`config.mk`:
```
export PLATFORM = sky130hd
export DESIGN_NAME = mpw_top
export DESIGN_NICKNAME = d
export VERILOG_FILES = /design/src/pkg/mpw_pkg.sv /design/src/rtl/mpw_top.sv /design/src/rtl/mpw_data_ram.sv /design/src/rtl/mpw_stack.sv
export VERILOG_INCLUDE_DIRS = /design/src /design/src/pkg
export SDC_FILE = /design/constraint.sdc
export NUM_CORES = 2
export LEC_CHECK = 0
export BUFFER_PORTS_ARGS = -buffer_cell sky130_fd_sc_hd__buf_2
export CAP_MARGIN = 20
export CORE_UTILIZATION = 25
export CTS_CLUSTER_DIAMETER = 80
export DETAILED_ROUTE_END_ITERATION = 10
export GPL_ROUTABILITY_DRIVEN = 0
export PLACE_DENSITY = 0.42
export SYNTH_ARGS = -nofsm -noshare
export SYNTH_HDL_FRONTEND = slang
export SYNTH_HIERARCHICAL = 1
export SYNTH_SLANG_ARGS = --single-unit
```
`constraint.sdc`:
```
create_clock -name clk_i -period 3.6 [get_ports clk_i]
set_input_delay 0.36 -clock clk_i [delete_from_list [all_inputs] [get_ports clk_i]]
set_output_delay 0.36 -clock clk_i [all_outputs]
set_load 0.005 [all_outputs]
```
`src/pkg/mpw_params.svh`:
```
// constants of the memory paging and data window block
// assumes an 8-bit data space and a 12-bit program counter
`ifndef MPW_PARAMS_SVH
`define MPW_PARAMS_SVH

// data space map
`define MPW_ADDR_WIN_BASE 8'hC9
`define MPW_ADDR_PAGE_SEL 8'hCA
`define MPW_BANK_HI 8'h3F
`define MPW_WIN_HI 8'h7F
`define MPW_RAM_LO 8'h84
`define MPW_RAM_HI 8'hBF

// sizes
`define MPW_DAT_W 8
`define MPW_PC_W 12
`define MPW_PROG_AW 13
`define MPW_WIN_OFS_W 6
`define MPW_WIN_BASE_W 7
`define MPW_PAGE_W 2
`define MPW_PAGE_OFS_W 11
`define MPW_GP_RAM_BYTES 60
`define MPW_GP_RAM_AW 6
`define MPW_BANK_RAM_BYTES 256
`define MPW_BANK_RAM_AW 8
`define MPW_STACK_DEPTH 6

// program counter bit that selects the static page, and that page
`define MPW_PC_STATIC_BIT 11
`define MPW_STATIC_PAGE 2'h1

// positions in the one-hot bank select
`define MPW_BSEL_W 7
`define MPW_BSEL_EEP0 0
`define MPW_BSEL_EEP1 1
`define MPW_BSEL_RAM1 3
`define MPW_BSEL_RAM2 4
`define MPW_BSEL_LCD1 5
`define MPW_BSEL_LCD2 6

// bank ram index of each bank
`define MPW_BIDX_RAM1 2'h0
`define MPW_BIDX_RAM2 2'h1
`define MPW_BIDX_LCD1 2'h2
`define MPW_BIDX_LCD2 2'h3

`endif

```
`src/pkg/mpw_pkg.sv`:
```
// types of the memory paging and data window block
// assumes mpw_params.svh is on the include path
package mpw_pkg;
  // region of the data space hit by the current access
  typedef enum logic [4:0] {
    MPW_RG_NONE = 5'h01,
    MPW_RG_BANK = 5'h02,
    MPW_RG_WIN = 5'h04,
    MPW_RG_GPRAM = 5'h08,
    MPW_RG_REG = 5'h10
  } mpw_region_e;
endpackage : mpw_pkg

```
`src/rtl/mpw_top.sv`:
```
// program paging, data window and data-space decode of the core's memory system
// assumes the core drives data and fetch requests on clk_i; program memory and the
// eeprom controller answer combinationally in the same cycle
`timescale 1ns/10ps
`default_nettype none
`include "mpw_params.svh"
module mpw_top
  import mpw_pkg::*;
#(
  parameter int unsigned STACK_DEPTH = `MPW_STACK_DEPTH
) (
  input wire logic clk_i,
  input wire logic srst_i,
  // core data access
  input wire logic dat_wr_i,
  input wire logic dat_rd_i,
  input wire logic dat_bitop_i,
  input wire logic [`MPW_DAT_W-1:0] dat_addr_i,
  input wire logic [`MPW_DAT_W-1:0] dat_wdata_i,
  output logic [`MPW_DAT_W-1:0] dat_rdata_o,
  output logic dat_rvalid_o,
  output logic dat_hit_o,
  // one-hot bank select from the bank register
  input wire logic [`MPW_BSEL_W-1:0] bank_sel_i,
  // eeprom controller
  output logic eep_cs_o,
  output logic eep_we_o,
  output logic eep_page_o,
  output logic [`MPW_WIN_OFS_W-1:0] eep_addr_o,
  output logic [`MPW_DAT_W-1:0] eep_wdata_o,
  input wire logic [`MPW_DAT_W-1:0] eep_rdata_i,
  // instruction fetch
  input wire logic [`MPW_PC_W-1:0] pc_i,
  output logic [`MPW_PROG_AW-1:0] fetch_addr_o,
  // second program memory port: data window and external readout
  output logic [`MPW_PROG_AW-1:0] rom_b_addr_o,
  input wire logic [`MPW_DAT_W-1:0] rom_b_data_i,
  // external readout
  input wire logic readout_prot_i,
  input wire logic ext_rd_i,
  input wire logic [`MPW_PROG_AW-1:0] ext_addr_i,
  output logic ext_rd_ack_o,
  output logic [`MPW_DAT_W-1:0] ext_rdata_o,
  output logic ext_rvalid_o,
  output logic ext_denied_o,
  // return address stack
  input wire logic stk_push_i,
  input wire logic stk_pop_i,
  input wire logic [`MPW_PC_W-1:0] stk_push_data_i,
  output logic [`MPW_PC_W-1:0] stk_top_o,
  output logic [$clog2(STACK_DEPTH+1)-1:0] stk_depth_o
);
  mpw_region_e region;
  logic wr_page;
  logic wr_base;
  logic win_rd;
  logic bank_one;
  logic bank_ram_sel;
  logic [1:0] bank_idx;
  logic [`MPW_PAGE_W-1:0] page_q;
  logic [`MPW_PAGE_W-1:0] page_d;
  logic [`MPW_WIN_BASE_W-1:0] base_q;
  logic [`MPW_WIN_BASE_W-1:0] base_d;
  logic [`MPW_PAGE_W-1:0] eff_page;
  logic prot_meta_q;
  logic prot_q;
  logic [`MPW_DAT_W-1:0] rdata_q;
  logic [`MPW_DAT_W-1:0] rdata_d;
  logic rvalid_q;
  logic hit_q;
  logic hit_d;
  logic [`MPW_DAT_W-1:0] ext_rdata_q;
  logic [`MPW_DAT_W-1:0] ext_rdata_d;
  logic ext_rvalid_q;
  logic ext_denied_q;
  logic [`MPW_DAT_W-1:0] gp_rdata;
  logic [`MPW_DAT_W-1:0] bank_rdata;
  logic [`MPW_DAT_W-1:0] gp_ofs;

  // data space decode
  always_comb begin
    region = MPW_RG_NONE;
    if (dat_addr_i <= `MPW_BANK_HI) begin
      region = MPW_RG_BANK;
    end else if (dat_addr_i <= `MPW_WIN_HI) begin
      region = MPW_RG_WIN;
    end else if (dat_addr_i >= `MPW_RAM_LO && dat_addr_i <= `MPW_RAM_HI) begin
      region = MPW_RG_GPRAM;
    end else if (dat_addr_i == `MPW_ADDR_WIN_BASE || dat_addr_i == `MPW_ADDR_PAGE_SEL) begin
      region = MPW_RG_REG;
    end
  end

  // bit instructions on the write-only registers are ignored
  assign wr_page = dat_wr_i && !dat_bitop_i && dat_addr_i == `MPW_ADDR_PAGE_SEL;
  assign wr_base = dat_wr_i && !dat_bitop_i && dat_addr_i == `MPW_ADDR_WIN_BASE;
  assign win_rd = dat_rd_i && region == MPW_RG_WIN;

  // write-only registers: no reset, only a core write changes them
  always_comb begin
    page_d = page_q;
    base_d = base_q;
    if (wr_page) begin
      page_d = dat_wdata_i[`MPW_PAGE_W-1:0];
    end
    if (wr_base) begin
      base_d = dat_wdata_i[`MPW_WIN_BASE_W-1:0];
    end
  end

  always_ff @(posedge clk_i) begin
    page_q <= page_d;
    base_q <= base_d;
  end

  // fetch mapping
  assign eff_page = pc_i[`MPW_PC_STATIC_BIT] ? `MPW_STATIC_PAGE : page_q;
  assign fetch_addr_o = {eff_page, pc_i[`MPW_PAGE_OFS_W-1:0]};

  // window has the second port; external readout waits for it
  assign rom_b_addr_o = win_rd ? {base_q, dat_addr_i[`MPW_WIN_OFS_W-1:0]} : ext_addr_i;
  assign ext_rd_ack_o = ext_rd_i && !win_rd;

  // banked region: only a single selected bank is honoured
  assign bank_one = bank_sel_i != '0 && (bank_sel_i & (bank_sel_i - `MPW_BSEL_W'(1))) == '0;
  assign bank_ram_sel = bank_one && (bank_sel_i[`MPW_BSEL_RAM1] || bank_sel_i[`MPW_BSEL_RAM2]
    || bank_sel_i[`MPW_BSEL_LCD1] || bank_sel_i[`MPW_BSEL_LCD2]);

  always_comb begin
    bank_idx = `MPW_BIDX_RAM1;
    if (bank_sel_i[`MPW_BSEL_RAM2]) begin
      bank_idx = `MPW_BIDX_RAM2;
    end else if (bank_sel_i[`MPW_BSEL_LCD1]) begin
      bank_idx = `MPW_BIDX_LCD1;
    end else if (bank_sel_i[`MPW_BSEL_LCD2]) begin
      bank_idx = `MPW_BIDX_LCD2;
    end
  end

  assign eep_cs_o = region == MPW_RG_BANK && bank_one && (dat_rd_i || dat_wr_i)
    && (bank_sel_i[`MPW_BSEL_EEP0] || bank_sel_i[`MPW_BSEL_EEP1]);
  assign eep_we_o = eep_cs_o && dat_wr_i;
  assign eep_page_o = bank_sel_i[`MPW_BSEL_EEP1];
  assign eep_addr_o = dat_addr_i[`MPW_WIN_OFS_W-1:0];
  assign eep_wdata_o = dat_wdata_i;

  assign gp_ofs = dat_addr_i - `MPW_RAM_LO;

  mpw_data_ram #(
    .DEPTH(`MPW_GP_RAM_BYTES),
    .AW(`MPW_GP_RAM_AW),
    .DW(`MPW_DAT_W)
  ) u_gp_ram (
    .clk_i(clk_i),
    .we_i(dat_wr_i && region == MPW_RG_GPRAM),
    .waddr_i(gp_ofs[`MPW_GP_RAM_AW-1:0]),
    .wdata_i(dat_wdata_i),
    .raddr_i(gp_ofs[`MPW_GP_RAM_AW-1:0]),
    .rdata_o(gp_rdata)
  );

  mpw_data_ram #(
    .DEPTH(`MPW_BANK_RAM_BYTES),
    .AW(`MPW_BANK_RAM_AW),
    .DW(`MPW_DAT_W)
  ) u_bank_ram (
    .clk_i(clk_i),
    .we_i(dat_wr_i && region == MPW_RG_BANK && bank_ram_sel),
    .waddr_i({bank_idx, dat_addr_i[`MPW_WIN_OFS_W-1:0]}),
    .wdata_i(dat_wdata_i),
    .raddr_i({bank_idx, dat_addr_i[`MPW_WIN_OFS_W-1:0]}),
    .rdata_o(bank_rdata)
  );

  mpw_stack #(
    .WIDTH(`MPW_PC_W),
    .DEPTH(STACK_DEPTH)
  ) u_stack (
    .clk_i(clk_i),
    .srst_i(srst_i),
    .push_i(stk_push_i),
    .pop_i(stk_pop_i),
    .push_data_i(stk_push_data_i),
    .top_o(stk_top_o),
    .depth_o(stk_depth_o)
  );

  // read data: the write-only registers read as a miss with zero data
  always_comb begin
    rdata_d = '0;
    hit_d = 1'b0;
    if (dat_rd_i) begin
      unique case (region)
        MPW_RG_WIN: begin
          rdata_d = rom_b_data_i;
          hit_d = 1'b1;
        end
        MPW_RG_GPRAM: begin
          rdata_d = gp_rdata;
          hit_d = 1'b1;
        end
        MPW_RG_BANK: begin
          // no bank or several banks: nothing owns the byte, so it reads zero
          if (bank_one) begin
            rdata_d = bank_ram_sel ? bank_rdata : eep_rdata_i;
          end
          hit_d = bank_one;
        end
        MPW_RG_REG, MPW_RG_NONE: begin
          rdata_d = '0;
          hit_d = 1'b0;
        end
      endcase
    end
  end

  // protected parts hand out zeros, never the program
  always_comb begin
    ext_rdata_d = '0;
    if (ext_rd_ack_o && !prot_q) begin
      ext_rdata_d = rom_b_data_i;
    end
  end

  always_ff @(posedge clk_i) begin
    if (srst_i) begin
      prot_meta_q <= 1'b1;
      prot_q <= 1'b1;
      rdata_q <= '0;
      rvalid_q <= 1'b0;
      hit_q <= 1'b0;
      ext_rdata_q <= '0;
      ext_rvalid_q <= 1'b0;
      ext_denied_q <= 1'b0;
    end else begin
      prot_meta_q <= readout_prot_i;
      prot_q <= prot_meta_q;
      rdata_q <= rdata_d;
      rvalid_q <= dat_rd_i;
      hit_q <= hit_d;
      ext_rdata_q <= ext_rdata_d;
      ext_rvalid_q <= ext_rd_ack_o;
      ext_denied_q <= ext_rd_ack_o && prot_q;
    end
  end

  assign dat_rdata_o = rdata_q;
  assign dat_rvalid_o = rvalid_q;
  assign dat_hit_o = hit_q;
  assign ext_rdata_o = ext_rdata_q;
  assign ext_rvalid_o = ext_rvalid_q;
  assign ext_denied_o = ext_denied_q;
endmodule : mpw_top
`default_nettype wire

```
`src/rtl/mpw_data_ram.sv`:
```
// byte-wide ram with one write port and one combinational read port
// assumes one clock; contents are not cleared by reset
`timescale 1ns/10ps
`default_nettype none
module mpw_data_ram #(
  parameter int unsigned DEPTH = 64,
  parameter int unsigned AW = 6,
  parameter int unsigned DW = 8
) (
  input wire logic clk_i,
  input wire logic we_i,
  input wire logic [AW-1:0] waddr_i,
  input wire logic [DW-1:0] wdata_i,
  input wire logic [AW-1:0] raddr_i,
  output logic [DW-1:0] rdata_o
);
  logic [DW-1:0] mem_q [DEPTH];

  always_ff @(posedge clk_i) begin
    if (we_i && (32'(waddr_i) < DEPTH)) begin
      mem_q[waddr_i] <= wdata_i;
    end
  end

  // out-of-range addresses read zero rather than an undefined entry
  assign rdata_o = (32'(raddr_i) < DEPTH) ? mem_q[raddr_i] : '0;
endmodule : mpw_data_ram
`default_nettype wire

```
`src/rtl/mpw_stack.sv`:
```
// return address stack: push shifts down, pop shifts up
// assumes the core never pushes and pops in one cycle except to replace the top
`timescale 1ns/10ps
`default_nettype none
module mpw_stack #(
  parameter int unsigned WIDTH = 12,
  parameter int unsigned DEPTH = 6,
  parameter int unsigned CW = $clog2(DEPTH + 1)
) (
  input wire logic clk_i,
  input wire logic srst_i,
  input wire logic push_i,
  input wire logic pop_i,
  input wire logic [WIDTH-1:0] push_data_i,
  output logic [WIDTH-1:0] top_o,
  output logic [CW-1:0] depth_o
);
  logic [WIDTH-1:0] ent_q [DEPTH];
  logic [WIDTH-1:0] ent_d [DEPTH];
  logic [CW-1:0] cnt_q;
  logic [CW-1:0] cnt_d;

  always_comb begin
    cnt_d = cnt_q;
    for (int i = 0; i < DEPTH; i++) begin
      ent_d[i] = ent_q[i];
    end
    if (push_i && pop_i) begin
      ent_d[0] = push_data_i;
    end else if (push_i) begin
      // a seventh push drops the oldest entry
      for (int i = DEPTH - 1; i > 0; i--) begin
        ent_d[i] = ent_q[i-1];
      end
      ent_d[0] = push_data_i;
      if (32'(cnt_q) < DEPTH) begin
        cnt_d = cnt_q + CW'(1);
      end
    end else if (pop_i) begin
      for (int i = 0; i < DEPTH - 1; i++) begin
        ent_d[i] = ent_q[i+1];
      end
      ent_d[DEPTH-1] = '0;
      if (cnt_q != '0) begin
        cnt_d = cnt_q - CW'(1);
      end
    end
  end

  always_ff @(posedge clk_i) begin
    if (srst_i) begin
      cnt_q <= '0;
      for (int i = 0; i < DEPTH; i++) begin
        ent_q[i] <= '0;
      end
    end else begin
      cnt_q <= cnt_d;
      for (int i = 0; i < DEPTH; i++) begin
        ent_q[i] <= ent_d[i];
      end
    end
  end

  assign top_o = ent_q[0];
  assign depth_o = cnt_q;
endmodule : mpw_stack
`default_nettype wire

```
==> results_dict.tcl <==
set metrics [dict create \
    multi_input_area_um2 23200 \
    drv_cap 0 \
    synth_area_leader_cell "edfxtp_1" \
    netlist_instances 5170 \
    r2r_setup_slack_ns 0.09 \
    wire_per_inst_um 25.7 \
    io_pins 164 \
    holdCritPathClass "input pin to flop" \
    setup-tns-final_ns 0 \
    drive_gt1_frac 0.328 \
    drcViolationCount 0 \
    timing.hold.ws_ns 0.0880 \
    fin_nets 6324 \
    syn_area_per_cell_um2 20.0 \
    cts_setup_buffers 0 \
    port-buffer-count 141 \
    syn-cell-area_um2 103000 \
    p_per_area_nw_per_um2 534 \
    overflow 0 \
    max_freq_mhz 285 \
    start_util 0.252 \
    yosys_register_bits 2634 \
    end_kind "flop" \
    grt.total_usage 0.144 \
    period_needed_ns 3.51 \
    tritoncts "yes" \
    synth_xor_area_frac 0.000254 \
    slew_headroom 0.181 \
    routed_wl_mm 306 \
    start_kind "flop" \
    die_y_um 645 \
    ant_nets 0 \
    firstDrtPassIters 5 \
    worstPathMaxFanout 1 \
    cts_buffers 304 \
    seq_area_frac_synth 0.756 \
    synth_fa_ha_area_frac 0.00102 \
    antenna_found_initial 18 \
    irDropWorstVdd_mv 0.381 \
    slew_violations 0 \
    cp.arrival_ns 4.27 \
    fillCellCount 39900 \
    setup_viol 0 \
    synthTopCellsByArea "edfxtp_1 74%, mux4_2 12%, mux2i_1 2.1%" \
    grt_pass1_vias 56400 \
    yosysTopAreaCellShare 0.737 \
    htreeDepth 5 \
    cts_sinks 2634 \
    avgViaCountPerCell 4.57 \
    r2r_end "dat_rdata_o[7]$_SDFF_PP0_" \
    rr_startpoint "u_bank_ram/mem_q[101][7]$_DFFE_PP_" \
    synthArstFlopShare 0 \
    hp-start "stk_pop_i" \
    crit_required_ns 4.36 \
    ys_warn_count 6 \
    grt_start_max_net_pins 121 \
    worst_pin_slew_ns 1.22 \
    yosysUniqueCellTypes 80 \
    synth_compound_area_frac 0.0402 \
    synth-simple-area-share 0.0337 \
    num_vias 54500 \
    final_cells 11900 \
    crit_type "flop to flop" \
    root_buffer "clkbuf_16" \
    grt_pass1_wl_mm 434 \
    seq_area_um2 78100 \
    leakage_nw 41.2 \
    worstHoldPathCells 4 \
    die_width_um 645 \
    syn_to_final_growth_pct 23.2 \
    synth_nets 5262 \
    die_area_um2 416000 \
    rows 235 \
    drtIter0Drc 4602 \
    hold_viol_final 0 \
    min_period_over_period 0.974 \
    synth_edf_count 2537 \
    synth_top_family_by_area "multiplexers" \
    holdPathEnd "u_stack/ent_q[1][11]$_SDFFE_PP0P_" \
    cts_buffer_depth 4 \
    status "finished clean" \
    worst_skew_pair.late_latency_ns 0.89 \
    skew_ns 0.0244 \
    muxShareOfSynthArea 0.148 \
    core_um2 410000 \
    clkSlewWorstSetupHoldPaths_ns 0.06 \
    grt_setup_unrepaired "no" \
    dp.cells 11300 \
    reg2regPathDepth 11 \
    synth_flop_cell "edfxtp_1" \
    place.detailed.hpwl_mm 202 \
]
## where the power goes
part	internal [W]	leakage (nW)	switching [W]
logic	0.00163	12.9	0.00252
registers	0.0337	23.6	0.0000698
clock network	0.0176	4.72	0.0125
## worst max-delay path, cell delays in order, from the launching register on
cell	delay [ns]
edfxtp_1	0.37
mux4_2	0.46
nor2b_1	0.17
a211oi_1	0.55
nor2_1	0.14
buf_4	0.17
nor4_2	0.80
buf_4	0.25
nor4_1	0.06
o22ai_1	0.17
a31oi_1	0.07
o2bb2ai_1	0.17
## synthesized netlist by cell type (8+ instances only)
library cell     n
nor4_1          27
o22ai_1         38
nand4_1         10
or2_2            8
mux4_2         554
o21ai_0         17
buf_6           32
a22o_1           9
nor3_1          25
o2bb2ai_1        8
a211oi_1        71
o221ai_1        53
buf_12           9
nand3b_1         8
buf_4           59
a221oi_1        17
a31oi_1         12
nor2_1         419
buf_1           31
mux2_2          33
a32oi_1          8
buf_8           13
inv_1           13
nand2b_1        23
nand3_1         68
buf_2           51
dfxtp_1         97
a21oi_1        143
o211ai_1        16
nor2b_1         38
mux2i_1        221
and2_1          18
edfxtp_1      2537
a22oi_1        144
clkbuf_1       154
nand2_1         81
## flip-flops by register name (all words and copies together) (netlist names)
signal            count
u_gp_ram/mem_q      480
prot_q                1
u_stack/ent_q        72
base_q                7
page_q                2
dat_hit_o             1
ext_rvalid_o          1
dat_rvalid_o          1
dat_rdata_o           8
u_stack/depth_o       3
ext_denied_o          1
ext_rdata_o           8
u_bank_ram/mem_q   2048
prot_meta_q           1
## cell families after synthesis
kind of cell               count (synthesis)
xor gates and xnor gates                   3
AOI/OAI and AO/OA                        583
muxes                                    816
adders and majority gates                  8
DFF                                     2634
buffers and inverters                    366
and+or+nand+nor                          760
## how the worst max path moves through the flow
stage | startpoint | cells after the start | slack [ns] | end
3_5_place_dp | dat_addr_i[0] | 14 | -0.63 | dat_rdata_o[1]$_SDFF_PP0_
3_3_place_gp | dat_addr_i[0] | 13 | -0.72 | dat_rdata_o[7]$_SDFF_PP0_
4_1_cts | u_bank_ram/mem_q[80][3]$_DFFE_PP_ | 11 | 0.10 | dat_rdata_o[3]$_SDFF_PP0_
2_1_floorplan | bank_sel_i[5] | 9 | 0.42 | u_bank_ram/mem_q[234][0]$_DFFE_PP_
5_1_grt | u_bank_ram/mem_q[87][3]$_DFFE_PP_ | 10 | 0.03 | dat_rdata_o[3]$_SDFF_PP0_
6_report | u_bank_ram/mem_q[101][7]$_DFFE_PP_ | 11 | 0.09 | dat_rdata_o[7]$_SDFF_PP0_
## placed cells by master, fill, tap and decap left out, types with 58 or more instances in the layout
cell              n
clkinv_1         64
nand3_1          62
dfxtp_1          97
clkbuf_16       311
nand2_1          81
dlygate4sd3_1    58
clkbuf_1         59
mux2i_1         221
buf_12           98
a211oi_1         70
a21oi_1         143
edfxtp_1       2537
buf_2           128
buf_4           811
nor2_1          415
a22oi_1         144
mux4_2          554
## metal layers
| layer | wire, µm | vias to the layer above | global-route usage | share of wire |
|---|---|---|---|---|
| met3 | 13900 | 354 | 0.0198 | 0.045 |
| met4 | 5600 | 0 | 0.0301 | 0.018 |
| met2 | 148000 | 1311 | 0.240 | 0.48 |
| met1 | 138000 | 29200 | 0.199 | 0.45 |
| met5 | 0 | - | 0 | 0 |
| li1 | - | 23500 | - | - |
## timing repair
item                                   CTS  global route
setup endpoints to repair                0             1
hold buffers                            58             0
endpoints found under the hold margin  173             0
gates resized for setup                  0             1
## final cells by class
type                       count  share of cell area
sequential                  2634               0.614
multi-input combinational   2170               0.182
timing repair buffer        1106              0.0742
clock buffer                 370              0.0629
tap                         5451              0.0536
clock inverter               177              0.0128
inverter                      16            0.000491
antenna                        3           0.0000590
## through the flow
step                total power (W)   util  area (µm²)  setup slack, ns
CTS                          0.0689  0.310      127000            0.100
global placement             0.0385  0.285      117000           -0.716
detailed placement           0.0385  0.285      117000           -0.627
floorplan                    0.0363      -      103000            0.417
finish                       0.0680  0.310      127000           0.0929
global route                 0.0701  0.310      127000           0.0307
Note: power is estimated with default switching activity, not from simulation.
